==> src/rtl/owc_pkg.sv <==
/*
  Package for the oscillator warm-up counter: register offsets, field
  positions, reset values, the control mode codes and the bus carriers.
  Assumes a 32-bit APB register bus with one aligned word per register.
*/
`default_nettype none
package owc_pkg;

  // ********************************************************************
  // Register byte offsets.
  // ********************************************************************
  localparam logic [11:0] OFS_LOWER_CTRL = 12'h000;
  localparam logic [11:0] OFS_UPPER_CTRL = 12'h004;
  localparam logic [11:0] OFS_COMPARE = 12'h008;
  localparam logic [11:0] OFS_COUNT = 12'h00c;
  localparam logic [11:0] OFS_SYS_CTRL = 12'h010;
  localparam logic [11:0] OFS_IRQ_STATUS = 12'h014;
  localparam logic [11:0] OFS_IRQ_MASK = 12'h018;

  // ********************************************************************
  // Field positions.
  // ********************************************************************
  localparam int UPPER_FF_INIT_BIT = 7;
  localparam int RUN_BIT = 3;
  localparam int LOWER_FF_INIT_BIT = 7;
  localparam int SYSCLK_SEL_BIT = 5;
  localparam int LF_OSC_EN_BIT = 6;
  localparam int HF_OSC_EN_BIT = 7;
  localparam int IRQ_MATCH_BIT = 0;

  // ********************************************************************
  // Mode codes and reset values.
  // ********************************************************************
  localparam logic [2:0] UPPER_MODE_WARMUP = 3'h5;
  localparam logic [5:0] LOWER_MODE_CASCADE = 6'h03;
  localparam logic [1:0] LOWER_SRC_LF = 2'h2;
  localparam logic [1:0] LOWER_SRC_HF = 2'h3;
  localparam logic [7:0] LOWER_CTRL_RST = 8'h00;
  localparam logic [7:0] UPPER_CTRL_RST = 8'h00;
  localparam logic [15:0] COMPARE_RST = 16'hffff;
  localparam logic [7:0] SYS_CTRL_RST = 8'h80;

  typedef struct packed {
    logic [11:0] addr;
    logic write;
    logic [31:0] wdata;
  } owc_req_t;

  typedef struct packed {
    logic [31:0] rdata;
    logic slverr;
  } owc_rsp_t;

endpackage
`default_nettype wire

==> src/rtl/owc_counter.sv <==
/*
  Cascaded 16-bit up-counter with a match on the upper byte only.
  Assumes a one-cycle count enable from the selected source clock.
*/
`timescale 1ns/1ps
`default_nettype none
module owc_counter #(
  parameter int WIDTH = 16
) (
  input wire logic pclk,
  input wire logic presetn,
  input wire logic run,
  input wire logic tick,
  input wire logic [WIDTH-1:0] compare,
  output logic [WIDTH-1:0] count,
  output logic match
);

  logic [WIDTH-1:0] count_r;

  // Only the upper byte is compared; the low byte is ignored.
  assign match = run && tick &&
    (count_r[WIDTH-1:8] == compare[WIDTH-1:8]); // see RULE2

  always_ff @(posedge pclk or negedge presetn) begin
    if (!presetn) begin
      count_r <= '0;
    end else if (!run) begin
      count_r <= '0; // see RULE15
    end else if (match) begin
      count_r <= '0; // see RULE4
    end else if (tick) begin
      count_r <= count_r + WIDTH'(1); // see RULE1
    end
  end

  assign count = count_r;

endmodule
`default_nettype wire

==> src/rtl/owc_top.sv <==
/*
  Oscillator warm-up counter with APB registers and a match interrupt.
  Assumes lf_tick and hf_tick are one-cycle enables on pclk, one per
  period of the low- and high-frequency oscillator.
*/
`timescale 1ns/1ps
`default_nettype none
// What this block does
// RULE1: Warm-up mode chains both 8-bit counters into one 16-bit up-counter.
// RULE2: Match compares only the upper compare byte; low byte is ignored.
// RULE3: Software keeps both flip-flop initial bits at zero in warm-up.
// RULE4: On match the counter clears and the match interrupt is raised.
// RULE5: Run bit 3 of upper control starts counting; clearing it stops.
// RULE6: High-to-low switch: software enables low oscillator before start.
// RULE7: After interrupt: stop, select low clock, disable high oscillator.
// RULE8: Low-to-high switch: software enables high oscillator before start.
// RULE9: After interrupt: stop, select high clock, disable low oscillator.
// RULE10: Low source, compare 0100H gives 7.81 ms, FF00H about 1.99 s.
// RULE11: High source, compare 0100H gives 16 us, FF00H gives 4.08 ms.
// RULE12: Writing 05H to upper control selects warm-up, stopped.
// RULE13: Writing 43H to lower control selects low clock, cascaded.
// RULE14: System control bits: 5 clock select, 7 high en, 6 low en.
// RULE15: Clearing run stops, zeroes the count, and blocks further matches.
module owc_top (
  input wire logic pclk,
  input wire logic presetn,
  input wire logic psel,
  input wire logic penable,
  input wire logic pwrite,
  input wire logic [11:0] paddr,
  input wire logic [31:0] pwdata,
  output logic [31:0] prdata,
  output logic pready,
  output logic pslverr,
  input wire logic lf_tick,
  input wire logic hf_tick,
  output logic sysclk_sel_low,
  output logic hf_osc_en,
  output logic lf_osc_en,
  output logic warmup_match_irq
);

  // ********************************************************************
  // Bus decode.
  // ********************************************************************
  owc_pkg::owc_req_t req;
  owc_pkg::owc_rsp_t rsp;
  logic wr_en;
  logic known;

  assign req = '{addr: paddr, write: pwrite, wdata: pwdata};
  assign wr_en = psel && penable && req.write;
  assign pready = 1'b1;

  always_comb begin
    known = 1'b1;
    case (req.addr)
      owc_pkg::OFS_LOWER_CTRL,
      owc_pkg::OFS_UPPER_CTRL,
      owc_pkg::OFS_COMPARE,
      owc_pkg::OFS_COUNT,
      owc_pkg::OFS_SYS_CTRL,
      owc_pkg::OFS_IRQ_STATUS,
      owc_pkg::OFS_IRQ_MASK: known = 1'b1;
      default: known = 1'b0;
    endcase
  end

  // ********************************************************************
  // Control registers.
  // ********************************************************************
  logic [7:0] lower_timer_control_r;
  logic [7:0] upper_timer_control_r;
  logic [15:0] compare_r;
  logic [7:0] system_control_two_r;
  logic irq_status_r;
  logic irq_mask_r;

  always_ff @(posedge pclk or negedge presetn) begin
    if (!presetn) begin
      lower_timer_control_r <= owc_pkg::LOWER_CTRL_RST;
    end else if (wr_en && req.addr == owc_pkg::OFS_LOWER_CTRL) begin
      lower_timer_control_r <= req.wdata[7:0]; // see RULE13
    end
  end

  always_ff @(posedge pclk or negedge presetn) begin
    if (!presetn) begin
      upper_timer_control_r <= owc_pkg::UPPER_CTRL_RST;
    end else if (wr_en && req.addr == owc_pkg::OFS_UPPER_CTRL) begin
      upper_timer_control_r <= req.wdata[7:0]; // see RULE12
    end
  end

  // Both compare bytes are stored and read back; only the high one counts.
  always_ff @(posedge pclk or negedge presetn) begin
    if (!presetn) begin
      compare_r <= owc_pkg::COMPARE_RST;
    end else if (wr_en && req.addr == owc_pkg::OFS_COMPARE) begin
      compare_r <= req.wdata[15:0];
    end
  end

  // Oscillator enables and clock select are driven straight to the clock
  // generator; the order of switching is left to software.
  always_ff @(posedge pclk or negedge presetn) begin
    if (!presetn) begin
      system_control_two_r <= owc_pkg::SYS_CTRL_RST;
    end else if (wr_en && req.addr == owc_pkg::OFS_SYS_CTRL) begin
      system_control_two_r <= req.wdata[7:0]; // see RULE14
    end
  end

  assign sysclk_sel_low = system_control_two_r[owc_pkg::SYSCLK_SEL_BIT];
  assign hf_osc_en = system_control_two_r[owc_pkg::HF_OSC_EN_BIT];
  assign lf_osc_en = system_control_two_r[owc_pkg::LF_OSC_EN_BIT];

  // ********************************************************************
  // Mode decode and counter.
  // ********************************************************************
  logic warmup_mode;
  logic cascade_mode;
  logic cascade_run_bit;
  logic run;
  logic tick;
  logic match;
  logic [15:0] count;

  assign warmup_mode = upper_timer_control_r[2:0] ==
    owc_pkg::UPPER_MODE_WARMUP;
  assign cascade_mode = lower_timer_control_r[2:0] ==
    owc_pkg::LOWER_MODE_CASCADE[2:0];
  assign cascade_run_bit = upper_timer_control_r[owc_pkg::RUN_BIT];
  assign run = cascade_run_bit && warmup_mode && cascade_mode; // see RULE5

  // The count rate sets the warm-up time: each compare step is 256 ticks.
  // Bit 7 is left to the flip-flop initial value, so that either source
  // can be chosen while software keeps that bit at zero.
  always_comb begin
    case (lower_timer_control_r[6:5])
      owc_pkg::LOWER_SRC_LF: tick = lf_tick; // see RULE10
      owc_pkg::LOWER_SRC_HF: tick = hf_tick; // see RULE11
      default: tick = lf_tick;
    endcase
  end

  owc_counter #(
    .WIDTH(16)
  ) owc_counter_inst (
    .pclk(pclk),
    .presetn(presetn),
    .run(run),
    .tick(tick),
    .compare(compare_r),
    .count(count),
    .match(match)
  );

  // ********************************************************************
  // Interrupt.
  // ********************************************************************
  // Set wins over a write-one clear in the same cycle.
  always_ff @(posedge pclk or negedge presetn) begin
    if (!presetn) begin
      irq_status_r <= 1'b0;
    end else if (match) begin
      irq_status_r <= 1'b1; // see RULE4
    end else if (wr_en && req.addr == owc_pkg::OFS_IRQ_STATUS &&
        req.wdata[owc_pkg::IRQ_MATCH_BIT]) begin
      irq_status_r <= 1'b0;
    end
  end

  always_ff @(posedge pclk or negedge presetn) begin
    if (!presetn) begin
      irq_mask_r <= 1'b0;
    end else if (wr_en && req.addr == owc_pkg::OFS_IRQ_MASK) begin
      irq_mask_r <= req.wdata[owc_pkg::IRQ_MATCH_BIT];
    end
  end

  assign warmup_match_irq = irq_status_r && irq_mask_r;

  // ********************************************************************
  // Read path.
  // ********************************************************************
  always_comb begin
    rsp.rdata = 32'h0000_0000;
    rsp.slverr = psel && penable && !known;
    case (req.addr)
      owc_pkg::OFS_LOWER_CTRL: rsp.rdata[7:0] = lower_timer_control_r;
      owc_pkg::OFS_UPPER_CTRL: rsp.rdata[7:0] = upper_timer_control_r;
      owc_pkg::OFS_COMPARE: rsp.rdata[15:0] = compare_r;
      owc_pkg::OFS_COUNT: rsp.rdata[15:0] = count;
      owc_pkg::OFS_SYS_CTRL: rsp.rdata[7:0] = system_control_two_r;
      owc_pkg::OFS_IRQ_STATUS: rsp.rdata[0] = irq_status_r;
      owc_pkg::OFS_IRQ_MASK: rsp.rdata[0] = irq_mask_r;
      default: rsp.rdata = 32'h0000_0000;
    endcase
  end

  assign prdata = rsp.rdata;
  assign pslverr = rsp.slverr;

endmodule
`default_nettype wire

==> config.mk <==
export PLATFORM = sky130hd
export DESIGN_NAME = owc_top
export DESIGN_NICKNAME = d
export VERILOG_FILES = /design/src/rtl/owc_pkg.sv /design/src/rtl/owc_counter.sv /design/src/rtl/owc_top.sv
export SDC_FILE = /design/constraint.sdc
export NUM_CORES = 1
export LEC_CHECK = 0
export BUFFER_PORTS_ARGS = -buffer_cell sky130_fd_sc_hd__buf_2
export CORE_MARGIN = 2
export CORE_UTILIZATION = 53
export DETAILED_ROUTE_END_ITERATION = 12
export GPL_TIMING_DRIVEN = 0
export PLACE_DENSITY = 0.88
export SLEW_MARGIN = 20
export SYNTH_ARGS = -nofsm -noshare
export SYNTH_HDL_FRONTEND = slang
export SYNTH_SLANG_ARGS = --single-unit
==> constraint.sdc <==
create_clock -name pclk -period 2.58 [get_ports pclk]
set_clock_uncertainty 0.15 [all_clocks]
set_input_delay 0.258 -clock pclk [delete_from_list [all_inputs] [get_ports pclk]]
set_output_delay 0.258 -clock pclk [all_outputs]
set_load 0.1 [all_outputs]
==> results of run 1 <==
-- cells in the final DEF, fill, tap and decap left out, types with 5 or more instances in the layout --
| master | n |
|---|---|
| nand3_1 | 27 |
| a21oi_1 | 9 |
| mux2i_1 | 13 |
| dfrtp_1 | 41 |
| o22ai_1 | 5 |
| xor2_1 | 8 |
| conb_1 | 17 |
| buf_4 | 30 |
| nand2_1 | 29 |
| clkbuf_1 | 11 |
| buf_2 | 44 |
| clkbuf_8 | 10 |
| nor2_1 | 18 |
| mux2_1 | 10 |
| nor4_1 | 5 |
| a22o_2 | 8 |
| dlygate4sd3_1 | 9 |
| nand4b_1 | 6 |
| mux2_2 | 33 |
| dfstp_2 | 17 |
| nand4_1 | 11 |
-- what timing repair did --
action / CTS / global route
endpoints found under the hold margin: 49 / 0
hold buffers: 9 / 0
cloned: 1 / 0
gates resized for setup: 17 / 4
pin swaps: 1 / 1
setup buffers: 0 / 1
setup endpoints to repair: 15 / 12
-- layout make-up --
cell class,count,share of cell area (%)
Multi-Input combinational cell,249,43.8
Sequential cell,58,35.5
Timing Repair Buffer,63,9.57
Buffer,32,4.65
Clock buffer,13,3.59
Tap cell,77,2.32
Clock inverter,3,0.422
Inverter,1,0.0905
-- metal layers --
layer	wire length, um	GRT usage (%)
met2	4290	42.3
met4	235	12.5
met5	0	0
met3	812	5.74
met1	3420	32.3
-- stage by stage --
step / setup TNS, ns / hold WS (ns)
finish: -0.000494 / 0.0339
global route: -0.0212 / 0.0520
CTS: 0 / 0.0324
detailed placement: -5.21 / 0.216
global placement: -4.56 / 0.320
floorplan: -2.72 / -0.188
-- synth_stat cells (all sizes together), types with 5 or more instances --
cell    count  area share (%)
mux2i      13             3.9
dfstp      17              13
and3        5            0.93
nand4b      6             1.6
nand4      12             2.7
nor4        6             1.1
buf        24             4.8
o22ai       5            0.93
nand3      28             4.2
dfrtp      41              30
nand2      30             3.4
a22o        9             2.3
clkbuf      9             1.0
xor2        8             2.1
nor3        5             1.1
nor2       20             2.4
mux2       43              14
a21oi       9             1.3
-- critical path, delay by kind of cell --
kind	cells	cell delay (ns)
AND/OR/NAND/NOR	3	1.04
buffers and inverters	2	0.57
AO/OA/AOI/OAI	1	0.29
-- power by group through the flow --
stage	clock network (mW)	registers [mW]	logic [mW]
2_1_floorplan	0	0.929	0.163
3_3_place_gp	0	0.928	0.218
3_5_place_dp	0	0.928	0.221
4_1_cts	0.736	0.912	0.235
5_1_grt	0.777	0.912	0.252
6_report	0.742	0.912	0.239
-- flip-flops by register name, indices dropped and copies added, names as in the netlist --
name and flops:
compare_r 16, lower_timer_control_r 8, irq_status_r 1, upper_timer_control_r 8, irq_mask_r 1, system_control_two_r 8, owc_counter_inst.count 16
-- logic make-up (layout without fill, tap and decap cells) --
family	after synthesis	after routing	share of synthesized area, %
buf+inv	34	112	5.90
simple gates	126	127	20.6
other cells	2	17	0.223
mux	57	57	18.9
xor+xnor	8	8	2.08
flops	58	58	43.7
fa+ha+maj	1	1	0.371
compound gates	39	39	8.21
-- worst paths after layout --
check | start | endpoint | slack, ns | cells after the start
setup / recovery | paddr[5] | prdata[4] | -0.0005 | 6
hold / removal | pwdata[2] | lower_timer_control_r[2]$_DFFE_PN0P_ | 0.03 | 2
setup reg to reg | owc_counter_inst.count[10]$_DFFE_PN0P_ | owc_counter_inst.count[10]$_DFFE_PN0P_ | 0.24 | 8
hold reg to reg | upper_timer_control_r[7]$_DFFE_PN0P_ | upper_timer_control_r[7]$_DFFE_PN0P_ | 0.37 | 1
max in group asynchronous | presetn | upper_timer_control_r[7]$_DFFE_PN0P_ | 1.42 | 2
min in group asynchronous | presetn | irq_status_r$_DFFE_PN0P_ | 0.35 | 2
==> run_results.csv, run 1 <==
group,metric,value,unit
floorplan,dieArea,0.00701,mm^2
place,dp_cells,470,
synth,avgSynthCellArea,10.4,um^2
sta,fin_ws,-0.000494,ns
power,power.density,457,mW/mm^2
floorplan,initial_utilization,54.0,%
synth,synth_cell_types,46,
critical_path,cp_slowest_cell,"or4_4",
critical_path,cp_max_fo,5,
critical_path,cp-start-kind,"input pin",
clock_network,cts-root-buf,"clkbuf_8",
synth,syn_area,0.00337,mm^2
routing,wl,8.76,mm
routing,via_per_inst,6.02,
floorplan,num_rows,29,
clock_network,cts.clk_slew.worst_paths,0.08,ns
power,switchingPower,0.551,mW
finish,finalNonFillerCells,496,
place,dp_hpwl,5.94,mm
synth,ys_seq_area_share,43.7,%
finish,post-route-util,66.4,%
power,total_power,1.89,mW
synth,synth_edf_count,0,
routing,drc_errors,0,
synth,ys.flop_type,"dfrtp_1",
grt,grt_max_degree,59,
critical_path,crit_path_end_kind,"output port",
finish,multiInputGateArea,0.00182,mm^2
routing,via_count,2986,
place,port_buffers,53,
floorplan,ios,89,
place,dp_slack,-0.510,ns
routing,first_pass_iters,5,
synth,ys_ff_latch,58,
power,swShare,29.1,%
clock_network,h-tree-depth,3,
sta,min_period,2.58,ns
routing,routedWlPerCell,17.7,um
synth,yosysWarnings,0,
clock_network,clock_latency,0.35,ns
critical_path,required,2.17,ns
grt,overflow,0,
sta,report.final.slew_viol_count,0,
sta,fin_crit_sh,100,%
synth,synth_cells,325,
power,p_int,1.34,mW
clock_network,clk_path_buf_depth,2,
outcome,status,"finished, violations left",
floorplan,die_w,83.7,um
place,place_congestion,0.864,
clock_network,numCtsBuffers,9,
power,pwr-share-comb,12.6,%
finish,fill_cells,479,
flow_run,maxCapViolCount,0,
critical_path,worstPathArrival,2.17,ns
critical_path,cp_slowest_stage_delay,0.57,ns
grt,grt_usage,25.8,%
sta,worst_slew_pin_slew,0.736,ns
grt,grt_first_pass_wirelength,14.3,mm
grt,antenna_found_initial,0,
power,p_clk_share,39.2,%
critical_path,timing.critical_path.mode_cell,"buf_2",
floorplan,core_area,0.00624,mm^2
finish,area_growth,23.1,%
sta,hold_viol_final,0,
critical_path,path_class,"in2out",
power,p_leak,2.01,nW
power,ir_drop,0.354,mV
grt,grt_pass1_vias,2964,
synth,async_flop_share,100,%
outcome,violations,"negative setup slack",
finish,drive_gt1_share,39.1,%
power,seqPwrFrac,48.2,%
finish,finalInstanceArea,0.00415,mm^2
floorplan,fp.dieH,83.7,um
clock_network,cts_tree,"yes",
finish,fin_nets,466,
critical_path,crit_path_cell_trace,"buf_2 -> or4_4 -> nor3_4 -> nand2_1 -> o22ai_1 -> buf_2",
sta,setup_violations,1,
clock_network,clkSinkCount,58,
hold_path,worstHoldPathType,"in2reg",
sta,max_freq,0.388,GHz
sta,relSlewSlack,50.9,%
finish,diodes,0,
routing,drt_iter0_drc,298,
finish,regArea,0.00147,mm^2
place,place_area,0.00380,mm^2
routing,antenna_left,0,
No activity file was read; power rests on OpenSTA's default activity.
==> inputs of run 2 (changes only) <==
--- a/config.mk
+++ b/config.mk
@@ -8,6 +8,7 @@
 export BUFFER_PORTS_ARGS = -buffer_cell sky130_fd_sc_hd__buf_2
 export CORE_MARGIN = 2
 export CORE_UTILIZATION = 53
+export CTS_BUF_LIST = sky130_fd_sc_hd__clkbuf_16
 export DETAILED_ROUTE_END_ITERATION = 12
 export GPL_TIMING_DRIVEN = 0
 export PLACE_DENSITY = 0.88
==> run_results.csv, run 2 (synthesized netlist as in run 1, its figures left out) <==
group,metric,value,unit
grt,antenna_found_initial,0,
grt,grt_usage,26.1,%
grt,grt_pass1_vias,2915,
routing,antenna_left,0,
critical_path,cp-start-kind,"input pin",
clock_network,cts_tree,"yes",
routing,first_pass_iters,5,
critical_path,timing.critical_path.mode_cell,"buf_2",
place,port_buffers,53,
critical_path,path_class,"in2out",
power,total_power,2.18,mW
grt,grt_max_degree,59,
power,power.density,521,mW/mm^2
hold_path,worstHoldPathType,"in2reg",
finish,area_growth,24.3,%
finish,diodes,0,
grt,overflow,0,
floorplan,die_w,83.7,um
critical_path,cp_max_fo,5,
critical_path,regToRegSetupSlack,0.22,ns
critical_path,crit_path_cell_trace,"buf_2 -> or4_4 -> nor3_4 -> nand2_1 -> o22ai_1 -> buf_2",
sta,fin_crit_sh,96.7,%
place,place_congestion,0.864,
grt,grt_first_pass_wirelength,14.4,mm
routing,drt_iter0_drc,351,
floorplan,dieArea,0.00701,mm^2
routing,drc_errors,0,
flow_run,maxCapViolCount,0,
floorplan,ios,89,
finish,finalInstanceArea,0.00419,mm^2
clock_network,clock_latency,0.34,ns
finish,fin_nets,461,
sta,setup_violations,0,
finish,drive_gt1_share,39.4,%
routing,via_count,2981,
sta,report.final.slew_viol_count,0,
clock_network,clkSinkCount,58,
floorplan,core_area,0.00624,mm^2
routing,routedWlPerCell,18.0,um
sta,relSlewSlack,50.6,%
critical_path,cp_slowest_stage_delay,0.57,ns
sta,fin_ws,0.0864,ns
clock_network,numCtsBuffers,9,
place,dp_slack,-0.510,ns
sta,worst_slew_pin_slew,0.741,ns
clock_network,clk_path_buf_depth,2,
power,ir_drop,0.429,mV
outcome,status,"finished, violations left",
power,p_leak,2.05,nW
finish,layout_common_cells,"44 x buf_2, 41 x dfrtp_1, 33 x mux2_2",
clock_network,cts.clk_slew.worst_paths,0.05,ns
critical_path,worstPathArrival,2.09,ns
place,dp_hpwl,5.94,mm
clock_network,cts-root-buf,"clkbuf_16",
outcome,violations,"negative hold slack",
critical_path,cp_slowest_cell,"or4_4",
critical_path,required,2.17,ns
place,place_area,0.00380,mm^2
finish,layout_commonest_cell,"buf_2",
floorplan,initial_utilization,54.0,%
finish,post-route-util,67.1,%
critical_path,crit_path_end_kind,"output port",
floorplan,fp.dieH,83.7,um
sta,max_freq,0.401,GHz
sta,hold_viol_final,2,
routing,via_per_inst,6.07,
finish,fill_cells,468,
floorplan,num_rows,29,
clock_network,h-tree-depth,3,
sta,hold_ws,-0.00568,ns
routing,wl,8.82,mm
sta,min_period,2.49,ns
[run 2: stage by stage]
step                hold slack (ns)  std cells  setup TNS [ns]
CTS                        0.000752        490               0
global placement              0.320        470           -4.56
finish                     -0.00568        491               0
floorplan                    -0.188        340           -2.72
global route                0.00484        491        -0.00851
detailed placement            0.216        470           -5.21
[run 2: power by group]
part / leakage [nW] / switching (mW) / total, mW / internal, mW
Sequential: 0.748 / 0.000595 / 0.914 / 0.913
Clock: 0.136 / 0.406 / 1.04 / 0.630
Combinational: 1.16 / 0.180 / 0.234 / 0.0534
Total: 2.05 / 0.587 / 2.18 / 1.60
[run 2: worst max-delay path: cells and delay by family]
family          cells  cell delay [ns]
compound gates      1             0.22
buf+inv             2             0.54
simple gates        3             1.06
[run 2: worst paths after layout]
kind	start	to	cells after the start
max in group asynchronous	presetn	owc_counter_inst.count[14]$_DFFE_PN0P_	2
min in group asynchronous	presetn	owc_counter_inst.count[15]$_DFFE_PN0P_	2
worst min-delay path	pwdata[12]	compare_r[12]$_DFFE_PN1P_	2
worst max register to register	owc_counter_inst.count[10]$_DFFE_PN0P_	owc_counter_inst.count[10]$_DFFE_PN0P_	8
worst min register to register	upper_timer_control_r[5]$_DFFE_PN0P_	upper_timer_control_r[5]$_DFFE_PN0P_	1
worst max-delay path	paddr[5]	prdata[2]	6
[run 2: area by class of cell]
type	count	area, um^2	share of cell area, %
inverter	1	3.75	0.0896
tap	77	96.3	2.30
clock buffer	9	225	5.38
timing repair buffer	58	347	8.28
clock inverter	7	32.5	0.777
buffer	32	193	4.60
multi-input combinational	249	1820	43.4
sequential	58	1470	35.2
[run 2: what timing repair did]
item,4_1_cts,5_1_grt
endpoints found under the setup margin,15,12
gates cloned,1,0
endpoints found under the hold margin,44,0
buffers inserted,0,1
pin swaps,1,1
gates resized for setup,18,3
hold buffers,4,0
[run 2: routing by layer]
metal  track usage (%)  wire, um  vias to the layer above
li1                  -         -                     1343
met1              34.1      3620                     1456
met2              40.7      4230                      158
met3              7.12       755                       24
met4              11.4       218                        0
met5                 0         0                        -
